===== config.mk =====
export PLATFORM = sky130hd
export DESIGN_NAME = fh_top
export DESIGN_NICKNAME = d
export VERILOG_FILES = /design/src/logic/fh_top.v /design/src/logic/fh_sync.v
export VERILOG_INCLUDE_DIRS = /design/src /design/src/logic
export SDC_FILE = /design/constraint.sdc
export NUM_CORES = 1
export LEC_CHECK = 0
export BUFFER_PORTS_ARGS = -buffer_cell sky130_fd_sc_hd__buf_4
export CORE_AREA = 10 10 88 90
export DETAILED_ROUTE_END_ITERATION = 10
export DIE_AREA = 0 0 98 100
export MAX_ROUTING_LAYER = met4
export PLACE_DENSITY = 0.85
export SYNTH_ARGS = -nofsm -noshare
export SYNTH_HDL_FRONTEND = slang
export SYNTH_SLANG_ARGS = --single-unit

===== constraint.sdc =====
create_clock -name mclk_i -period 1.9 [get_ports mclk_i]
set_input_delay 0.38 -clock mclk_i [delete_from_list [all_inputs] [get_ports mclk_i]]
set_output_delay 0.38 -clock mclk_i [all_outputs]
set_load 0.05 [all_outputs]

===== src/logic/fh_regs.vh =====
// Constants for the FIFO host controller: register map, fields, timing.
// Assumes a 100 MHz controller clock; included by bare name.
`ifndef FH_REGS_VH
`define FH_REGS_VH

// ----------------------------------------
// Register word indices (Avalon word address)
// ----------------------------------------
`define FH_REG_CTRL    3'h0
`define FH_REG_WDATA   3'h1
`define FH_REG_CMD     3'h2
`define FH_REG_RDATA   3'h3
`define FH_REG_STATUS  3'h4

// ----------------------------------------
// Field positions, word width and depth
// ----------------------------------------
`define FH_CTRL_GATED    0
`define FH_CMD_POP       0
`define FH_CMD_CLEAR     1
`define FH_ST_BUSY       0
`define FH_ST_IN_READY   1
`define FH_ST_OUT_READY  2
`define FH_ST_VACANT     3
`define FH_ST_REFUSED    4
`define FH_WORD_W        5
`define FH_DEPTH         16

// ----------------------------------------
// Timing, in ns, and cycle counts
// ----------------------------------------
`define FH_CLK_NS        10
`define FH_LD_SETUP_NS   10
`define FH_LD_HIGH_NS    25
`define FH_LD_HOLD_NS    70
`define FH_OE_EN_NS      40
`define FH_UN_LOW_NS     25
`define FH_CLR_LOW_NS    40
`define FH_CLR_REC_NS    25
`define FH_SETTLE_NS     400
`define FH_CYC(ns)       (((ns) + `FH_CLK_NS - 1) / `FH_CLK_NS)

`endif


===== src/logic/fh_top.v =====
// Host controller that drives a 16x5 asynchronous FIFO device via its pins.
// Assumes an Avalon-MM master with waitrequest and device pins asynchronous.
`timescale 1ns/10ps
`include "fh_regs.vh"
module fh_top (
  input wire mclk_i,                      // 100 MHz clock
  input wire srst_i,                      // Synchronous reset, high
  input wire [2:0] avs_address_i,         // Word address
  input wire avs_read_i,                  // Read request
  input wire avs_write_i,                 // Write request
  input wire [31:0] avs_writedata_i,      // Write data
  output wire [31:0] avs_readdata_o,      // Read data
  output wire avs_waitrequest_o,          // Stall
  output wire load_clock_first_o,         // Load clock, pulsed
  output wire load_clock_second_o,        // Load clock, tied high or gate
  output wire [4:0] write_data_bit_o,     // Data to device
  output wire unload_clock_in_o,          // Unload clock, idle high
  output wire clear_n_o,                  // Clear, active low
  output wire output_enable_n_o,          // Device output enable, low
  input wire input_ready_i,               // Room available
  input wire output_ready_i,              // Word at output
  input wire last_slot_vacant_pulse_i,    // Low pulse, last slot vacant
  input wire [4:0] read_data_bit_i        // Data from device
);

  // ----------------------------------------
  // Cycle counts
  // ----------------------------------------
  localparam integer N_LD_SETUP = `FH_CYC(`FH_LD_SETUP_NS);
  localparam integer N_LD_HIGH = `FH_CYC(`FH_LD_HIGH_NS);
  localparam integer N_LD_HOLD = `FH_CYC(`FH_LD_HOLD_NS);
  localparam integer N_OE_EN = `FH_CYC(`FH_OE_EN_NS);
  localparam integer N_UN_LOW = `FH_CYC(`FH_UN_LOW_NS);
  localparam integer N_CLR_LOW = `FH_CYC(`FH_CLR_LOW_NS);
  localparam integer N_CLR_REC = `FH_CYC(`FH_CLR_REC_NS);
  localparam integer N_SETTLE = `FH_CYC(`FH_SETTLE_NS);
  localparam [5:0] C_LD_SETUP = N_LD_SETUP[5:0];
  localparam [5:0] C_LD_HIGH = N_LD_HIGH[5:0];
  localparam [5:0] C_LD_HOLD = N_LD_HOLD[5:0];
  localparam [5:0] C_OE_EN = N_OE_EN[5:0];
  localparam [5:0] C_UN_LOW = N_UN_LOW[5:0];
  localparam [5:0] C_CLR_LOW = N_CLR_LOW[5:0];
  localparam [5:0] C_CLR_REC = N_CLR_REC[5:0];
  localparam [5:0] C_SETTLE = N_SETTLE[5:0];

  // ----------------------------------------
  // One-hot states
  // ----------------------------------------
  localparam [8:0] S_IDLE = 9'h001;
  localparam [8:0] S_LD_SETUP = 9'h002;
  localparam [8:0] S_LD_HIGH = 9'h004;
  localparam [8:0] S_LD_HOLD = 9'h008;
  localparam [8:0] S_UN_EN = 9'h010;
  localparam [8:0] S_UN_LOW = 9'h020;
  localparam [8:0] S_CL_LOW = 9'h040;
  localparam [8:0] S_CL_REC = 9'h080;
  localparam [8:0] S_SETTLE = 9'h100;

  reg [8:0] state_q;           // Current state
  reg [5:0] cnt_q;             // Cycles left in state
  reg ctrl_gated_q;            // Gated load mode
  reg [4:0] wdata_q;           // Word driven to device
  reg [4:0] rdata_q;           // Last popped word
  reg vacant_q;                // Sticky last-slot-vacant seen
  reg refused_q;               // Sticky refused command
  reg ack_q;                   // Bus answer cycle
  reg [31:0] readdata_q;       // Registered read data
  reg vac_prev_q;              // Previous vacant level
  wire [7:0] sync_w;           // Synchronised pins
  wire in_ready_s;             // Synced input ready
  wire out_ready_s;            // Synced output ready
  wire vacant_s;               // Synced vacant pulse level
  wire [4:0] rdata_s;          // Synced read data
  wire busy;                   // Pin sequence in progress
  wire req;                    // Any bus request
  wire cmd_wr;                 // Write that starts a sequence
  wire accept;                 // Request answered next cycle
  wire wr_fire;                // Write takes effect now
  wire vac_fall;               // Vacant pulse detected

  // ----------------------------------------
  // Pin synchronisers
  // ----------------------------------------
  fh_sync #(
    .W(8)
  ) u_sync (
    .mclk_i(mclk_i),
    .srst_i(srst_i),
    .async_i({read_data_bit_i, last_slot_vacant_pulse_i, output_ready_i, input_ready_i}),
    .sync_o(sync_w)
  );

  assign in_ready_s = sync_w[0];
  assign out_ready_s = sync_w[1];
  assign vacant_s = sync_w[2];
  assign rdata_s = sync_w[7:3];

  // ----------------------------------------
  // Bus handshake
  // ----------------------------------------
  assign busy = (state_q != S_IDLE);
  assign req = avs_read_i | avs_write_i;
  assign cmd_wr = avs_write_i & ((avs_address_i == `FH_REG_WDATA) | (avs_address_i == `FH_REG_CMD));
  assign accept = req & ~ack_q & ~(cmd_wr & busy);
  assign wr_fire = avs_write_i & ack_q;
  assign avs_waitrequest_o = req & ~ack_q;
  assign avs_readdata_o = readdata_q;
  assign vac_fall = vac_prev_q & ~vacant_s;

  // Answer flop and read data capture
  always @(posedge mclk_i) begin
    if (srst_i) begin
      ack_q <= 1'b0;
      readdata_q <= 32'h0000_0000;
    end else begin
      ack_q <= accept;
      if (accept & avs_read_i) begin
        case (avs_address_i)
          `FH_REG_CTRL: readdata_q <= {31'h0000_0000, ctrl_gated_q};
          `FH_REG_WDATA: readdata_q <= {27'h000_0000, wdata_q};
          `FH_REG_RDATA: readdata_q <= {27'h000_0000, rdata_q};
          `FH_REG_STATUS: readdata_q <= {27'h000_0000, refused_q, vacant_q, out_ready_s, in_ready_s, busy};
          default: readdata_q <= 32'h0000_0000;
        endcase
      end
    end
  end

  // ----------------------------------------
  // Control register and sticky vacant flag
  // ----------------------------------------
  always @(posedge mclk_i) begin
    if (srst_i) begin
      ctrl_gated_q <= 1'b0;
      vacant_q <= 1'b0;
      vac_prev_q <= 1'b0; // Same as synchroniser reset, so no false edge
    end else begin
      vac_prev_q <= vacant_s;
      // Mode select
      if (wr_fire & (avs_address_i == `FH_REG_CTRL)) begin
        ctrl_gated_q <= avs_writedata_i[`FH_CTRL_GATED];
      end
      // Set wins over write-one-to-clear
      if (vac_fall) begin
        vacant_q <= 1'b1;
      end else if (wr_fire & (avs_address_i == `FH_REG_STATUS) & avs_writedata_i[`FH_ST_VACANT]) begin
        vacant_q <= 1'b0;
      end
    end
  end

  // ----------------------------------------
  // Pin sequencer
  // ----------------------------------------
  always @(posedge mclk_i) begin
    if (srst_i) begin
      state_q <= S_IDLE;
      cnt_q <= 6'h00;
      wdata_q <= 5'h00;
      rdata_q <= 5'h00;
      refused_q <= 1'b0;
    end else begin
      // Refusal flag clear; set below wins
      if (wr_fire & (avs_address_i == `FH_REG_STATUS) & avs_writedata_i[`FH_ST_REFUSED]) begin
        refused_q <= 1'b0;
      end
      if (cnt_q != 6'h00) begin
        cnt_q <= cnt_q - 6'h01;
      end
      case (state_q)
        S_IDLE: begin
          // Push a word
          if (wr_fire & (avs_address_i == `FH_REG_WDATA)) begin
            if (in_ready_s) begin
              wdata_q <= avs_writedata_i[4:0];
              state_q <= S_LD_SETUP;
              cnt_q <= C_LD_SETUP;
            end else begin
              refused_q <= 1'b1;
            end
          end else if (wr_fire & (avs_address_i == `FH_REG_CMD)) begin
            // Clear takes priority over pop
            if (avs_writedata_i[`FH_CMD_CLEAR]) begin
              state_q <= S_CL_LOW;
              cnt_q <= C_CLR_LOW;
            end else if (avs_writedata_i[`FH_CMD_POP]) begin
              if (out_ready_s) begin
                state_q <= S_UN_EN;
                cnt_q <= C_OE_EN;
              end else begin
                refused_q <= 1'b1;
              end
            end
          end
        end
        S_LD_SETUP: begin
          // Data and gate settle before the edge
          if (cnt_q == 6'h00) begin
            state_q <= S_LD_HIGH;
            cnt_q <= C_LD_HIGH;
          end
        end
        S_LD_HIGH: begin
          // Clock high; rising edge loads
          if (cnt_q == 6'h00) begin
            state_q <= S_LD_HOLD;
            cnt_q <= C_LD_HOLD;
          end
        end
        S_LD_HOLD: begin
          // Hold data after the edge
          if (cnt_q == 6'h00) begin
            state_q <= S_SETTLE;
            cnt_q <= C_SETTLE;
          end
        end
        S_UN_EN: begin
          // Outputs enabled; capture word at end
          if (cnt_q == 6'h00) begin
            rdata_q <= rdata_s;
            state_q <= S_UN_LOW;
            cnt_q <= C_UN_LOW;
          end
        end
        S_UN_LOW: begin
          // Unload low; release gives the pop edge
          if (cnt_q == 6'h00) begin
            state_q <= S_SETTLE;
            cnt_q <= C_SETTLE;
          end
        end
        S_CL_LOW: begin
          // Clear held low
          if (cnt_q == 6'h00) begin
            state_q <= S_CL_REC;
            cnt_q <= C_CLR_REC;
          end
        end
        S_CL_REC: begin
          // Recovery before the next load
          if (cnt_q == 6'h00) begin
            state_q <= S_SETTLE;
            cnt_q <= C_SETTLE;
          end
        end
        S_SETTLE: begin
          // Let status pins update and ripple
          if (cnt_q == 6'h00) begin
            state_q <= S_IDLE;
          end
        end
        default: begin
          state_q <= S_IDLE;
          cnt_q <= 6'h00;
        end
      endcase
    end
  end

  // ----------------------------------------
  // Pin drive
  // ----------------------------------------
  // Pulsed clock on the first input, gate or tie on the second
  // Pulses in both modes; a tied-high clock would never load
  assign load_clock_first_o = (state_q == S_LD_HIGH);
  assign load_clock_second_o = ctrl_gated_q ?
    ((state_q == S_LD_SETUP) | (state_q == S_LD_HIGH) | (state_q == S_LD_HOLD)) :
    1'b1;
  assign write_data_bit_o = wdata_q;
  assign unload_clock_in_o = (state_q != S_UN_LOW);
  assign clear_n_o = (state_q != S_CL_LOW);
  assign output_enable_n_o = ~((state_q == S_UN_EN) | (state_q == S_UN_LOW));

endmodule


===== src/logic/fh_sync.v =====
// Two-flop synchroniser bank for the device's status and data pins.
// Assumes the inputs are asynchronous to mclk_i.
`timescale 1ns/10ps
module fh_sync #(
  parameter W = 8
) (
  input wire mclk_i,          // Controller clock
  input wire srst_i,          // Synchronous reset
  input wire [W-1:0] async_i, // Raw pins
  output wire [W-1:0] sync_o  // Synchronised pins
);

  reg [W-1:0] meta_q; // First stage, read only by second
  reg [W-1:0] sync_q; // Second stage

  // ----------------------------------------
  // One double-flop per bit
  // ----------------------------------------
  genvar g;
  generate
    for (g = 0; g < W; g = g + 1) begin : g_bit
      // Two flops in series
      always @(posedge mclk_i) begin
        if (srst_i) begin
          meta_q[g] <= 1'b0;
          sync_q[g] <= 1'b0;
        end else begin
          meta_q[g] <= async_i[g];
          sync_q[g] <= meta_q[g];
        end
      end
    end
  endgenerate

  assign sync_o = sync_q;

endmodule


Yosys cells after proc, flatten, opt, wreduce, memory -nomap -nowiden --
Cells that the tools add are included.
Storage, ports and cells: bits in registers 78, output and inout bits 43
Cells by class: add/subtract/negate cells 1, eq/ne operators 26, mux-type cells 36, bitwise logic cells 22, reduce and logical (&&, ||, !) cells 9
Operators with widths (number):
- $mux W9 | 12
- $pmux W9 S7 | 1
- $mux W6 | 10
- $pmux W6 S5 | 1
- $pmux W5 S4 | 1
- $and A1 B1 Y1 | 13
- $mux W1 | 11
- $reduce_and A10 Y1 | 1
- $eq A9 B1 Y1 const B | 1
- $eq A9 B2 Y1 const B | 1
- $eq A9 B3 Y1 const B | 1
- $eq A9 B4 Y1 const B | 1
- $eq A9 B5 Y1 const B | 1
- $eq A9 B6 Y1 const B | 1
- $eq A9 B7 Y1 const B | 1
- $eq A9 B8 Y1 const B | 1
- $eq A9 B9 Y1 const B | 1
- $ne A9 B1 Y1 const B | 1
- $ne A9 B6 Y1 const B | 1
- $ne A9 B7 Y1 const B | 1
- $ne A2 B2 Y1 const B | 4
- $eq A3 B2 Y1 const B | 2
- $logic_not A6 Y1 | 1
- $reduce_bool A6 Y1 | 1
- other kinds (15) | 24

Depth between registers and ports, before layout --
depth after elaboration 10, depth in mapped cells 10, gate-level depth less buffers 9

Cells and area by module --
A second synthesis with hierarchy kept.
Unflattened totals: cell total of the unflattened synthesis 315, area total of the unflattened synthesis 2690.1 µm²
By module, submodules not included:
- fh_top | times used 1, cells each 282, area each 2225.9 µm², seq. area each 700.7 µm²
- fh_sync | times used 1, cells each 33, area each 464.2 µm², seq. area each 320.3 µm²

Worst setup path after synthesis --
OpenSTA, ideal clock, no wires.
path kind register -> register, from reg state_q[4], to reg cnt_q[2], setup time 0.092 ns, arrival time 2.975 ns, data required time 1.808 ns, slack -1.168 ns, stages on the path, launching flop included 7, cells stage by stage dfxtp_1 buf_4 nor2_1 nand2_1 nor4b_1 o21ai_0 o32ai_1
RTL lines:
- start: declaration | RTL line fh_top.v:59 | reg [8:0] state_q;
- start signal: assignment | RTL line fh_top.v:157 | state_q <= S_IDLE;
- start signal: assignment | RTL line fh_top.v:176 | state_q <= S_LD_SETUP;
- start signal: assignment | RTL line fh_top.v:184 | state_q <= S_CL_LOW;
- $eq A9 B3 Y1
- named net load_clock_first_o | RTL line fh_top.v:14 | output wire load_clock_first_o,
- $pmux W6 S5 | RTL line fh_top.v:170 | case (state_q)
- end signal: assignment | RTL line fh_top.v:168 | cnt_q <= cnt_q - 6'h01;
- end: declaration | RTL line fh_top.v:60 | reg [5:0] cnt_q;
The timed path passes the listed nets, and every way through them passes these cells. A chain may end at the register's enable or synchronous reset.

Final worst setup path --
from reg state_q[4], to reg cnt_q[5]
Between the ends: cells in the longest elaborated chain, start to end 3
RTL lines (RTL line):
- $eq A9 B4 Y1 (tied with other cells) | fh_top.v:170
- $reduce_or A3 Y1 (no source line)
- $pmux W6 S5 (*) | fh_top.v:170
Every way passes the cells marked *; elsewhere a longest branch is shown, timed or not.

==> metrics.md <==
| Metric | Value |
|---|---|
| VDD IR max | 0.607 mV |
| Core region area | 6130 sq um |
| Site row count | 29 |
| Min Clock Period, post-route | 2.00 ns |
| First-pass GRT wire length | 11400 um |
| Crit path capture type | flip-flop |
| Sequential element share of the synthesized area | 37.9% |
| Starting Density | 44.0% |
| Vias in the first global route | 2409 |
| DIE AREA | 9800 sq um |
| GR Util All Layers | 14.2% |
| Post-Place Cell Area | 3130 sq um |
| Largest net degree at the start of global routing | 26 |
| Routed Antenna Nets | 0 |
| Area delta synth->final | 36.6% |
| Top FF cell, synth | dfxtp_1 |
| Clk pin slew, worst setup/hold paths | 0.10 ns |
| Critical Path AT | 2.25 ns |
| Most common cell after layout, fill and taps aside | buf_4 |
| GP Congestion | 0.918 |
| Final hold violations | 0 |
| Clock buffer depth | 2 |
| Fin crit share | 105% |
| Worst path top cell family by delay | compound AO/OA/AOI/OAI gates |
| Non-Filler Instances | 465 |
| CP peak stage delay | 0.37 ns |
| Num CTS Buffers | 5 |
| Gr ovfl total | 0 |
| Max Clk Rate | 499 MHz |
| Yosys reg bits | 51 |
| Hpwl dp | 5010 um |
| Detailed Route WL | 7460 um |
| Htree depth | 2 |
| CTS hold repair buffers | 0 |
| Slew Limit Fails | 0 |
| Setup Skew | 0.00465 ns |
| CTS root buffer | clkbuf_8 |
| Failing checks | setup timing |
| Area occupied by multi-input gates | 1660 sq um |
| Initial antenna violation count | 0 |
| Most frequent cells in the layout | buf_4 (79), dfxtp_1 (43), nor2_1 (42) |
| Total vias in the final route | 2387 |
| DR iter-0 viols | 117 |
| RSZ-0062 raised after global routing | true |
| Slowest stage cell, crit path | dfxtp_4 |
| Crit path cell chain | buf_4 > nor4b_4 > a221oi_2 > o21a_1 > buf_4 > a31o_4 > a311o_1 > a21oi_2 |
| Die Ht | 100 um |
| Storage cell area | 1050 sq um |
| Avg Cell Area, Syn | 8.87 sq um |
| Final #Nets | 437 |
| Largest cells by area after synthesis | dfxtp_1 (38%), buf_4 (8.6%), mux2i_1 (6.7%), nor2_1 (6.5%), nor2b_1 (5.3%) |
| Fin worst setup slack | -0.104 ns |
| CTS sink cnt | 51 |
| Largest fanout on the critical path | 3 |
| Crit path top cell by count | buf_4 |
| Vias per cell | 5.13 |
| CTS tree | done |
| Class of the worst hold path | in2reg |
| Synth unique cells | 49 |
| Final setup fails | 7 |
| Ys async rst share | 0% |
| Lkg Pwr | 1.65 nW |
| YS warnings | 0 |
| Share of post-route cells with drive strength above 1 | 39.4% |
| WL/cell | 16.0 um |
| # placed instances | 433 |
| Mapped Area | 2700 sq um |
| Initial DRT Pass Iterations | 4 |
| Cell taking the most area after synthesis | dfxtp_1 |
| Startpoint types | flip-flop |
| Later-pin clock latency in the skew report | 0.31 ns |
| Count of maximum capacitance violations | 0 |
| ANT cells | 0 |
| Number of synthesized flops with an enable pin | 0 |
| Gate count of the mapped netlist | 304 |
| Filler cell count | 515 |
| Finished Cell Area | 3680 sq um |
| Outcome | finished with violations |
| Post-synth top area share | 37.9% |
| CP required | 2.14 ns |
| Crit Path Category | reg2reg |
| Drt drc | 0 |
| I/O pin cnt | 90 |
| Cell Pwr Density | 1240 nW/um^2 |
| Buffers and inverters on the worst path | 2 |
| PortBufs | 35 |
| Die X | 98 um |
[final timing paths]
| path | from | to | slack (ns) | cells after the start |
|---|---|---|---|---|
| setup reg to reg | state_q[4]$_SDFFE_PP0P_ | cnt_q[5]$_SDFF_PP0_ | -0.10 | 8 |
| hold / removal | read_data_bit_i[3] | u_sync.meta_q[6]$_SDFF_PP0_ | 0.28 | 2 |
| setup / recovery | state_q[4]$_SDFFE_PP0P_ | cnt_q[5]$_SDFF_PP0_ | -0.10 | 8 |
| hold reg to reg | u_sync.meta_q[0]$_SDFF_PP0_ | u_sync.sync_o[0]$_SDFF_PP0_ | 0.44 | 1 |
[stage by stage]
stage	setup slack, ns	setup TNS [ns]	util, %	hold slack, ns	total power [W]
after floorplan	-0.0293	-0.0293	-	0.414	0.00270
after detailed placement	-0.195	-1.74	51.1	0.423	0.00318
after global routing	-0.141	-0.888	60.0	0.273	0.00481
final	-0.104	-0.336	60.0	0.275	0.00456
after global placement	-0.0857	-0.450	51.1	0.417	0.00311
after CTS	-0.0342	-0.0861	56.9	0.272	0.00409
[power by group]
group / total (W) / switching (W) / internal [W]
Sequential: 0.00130 / 0.000112 / 0.00119
Combinational: 0.00262 / 0.00139 / 0.00123
Clock: 0.000646 / 0.000375 / 0.000270
Total: 0.00456 / 0.00188 / 0.00269
[layout make-up]
class	count	share of cell area, %
Clock buffer	5	1.87
Sequential cell	51	28.4
Inverter	10	1.02
Timing Repair Buffer	93	20.4
Multi-Input combinational cell	226	45.0
Tap cell	77	2.62
Clock inverter	3	0.748
[flip-flops by register name, indices dropped and copies added (netlist names), 5 cells and up]
| name | cells |
|---|---|
| u_sync.sync_o | 8 |
| u_sync.meta_q | 8 |
| avs_readdata_o | 5 |
| state_q | 9 |
| rdata_q | 5 |
| write_data_bit_o | 5 |
| cnt_q | 6 |
[Yosys cell counts (all sizes together) (2+ instances only)]
cell type  number
nand3           4
xnor2           2
xor2            4
nand2          10
o2111ai         2
buf            38
o31ai           2
nor3            8
nor2b          23
dfxtp          51
a22oi           6
o21ai           8
nor2           47
a221oi          2
or4b            2
a311o           2
and3            3
nor4            3
clkbuf          6
nand2b          4
a21oi          17
ha              3
inv            10
nor4b           3
and2            5
nand4           3
mux2i          18
a211oi          5
[what timing repair did]
| item | 4_1_cts | 5_1_grt |
|---|---|---|
| setup endpoints to repair | 20 | 27 |
| gates cloned | 0 | 1 |
| buffers inserted | 14 | 9 |
| gates resized for setup | 42 | 27 |
| pin swaps | 10 | 15 |
[cells by family (layout without fill, tap and decap cells)]
logic type      Yosys count  count (layout)  share of synthesized area, %
flops                    51              51                          37.9
fa+ha+maj                 3               3                          1.39
compound gates           52              53                          14.3
xor+xnor                  6               6                          1.95
mux                      18              18                          6.68
buf+inv                  54             111                          13.1
simple gates            119             119                          24.5
other cells               1              27                         0.139
[routing by layer]
| layer | global-route usage (%) | share of wire [%] | vias up |
|---|---|---|---|
| met5 | - | 0 | - |
| met4 | 5.15 | 2.9 | 0 |
| met3 | 3.57 | 5.4 | 18 |
| met2 | 26.3 | 54 | 75 |
| met1 | 14.0 | 37 | 1137 |
| li1 | - | - | 1157 |
Power figures use the tool's default switching activity.
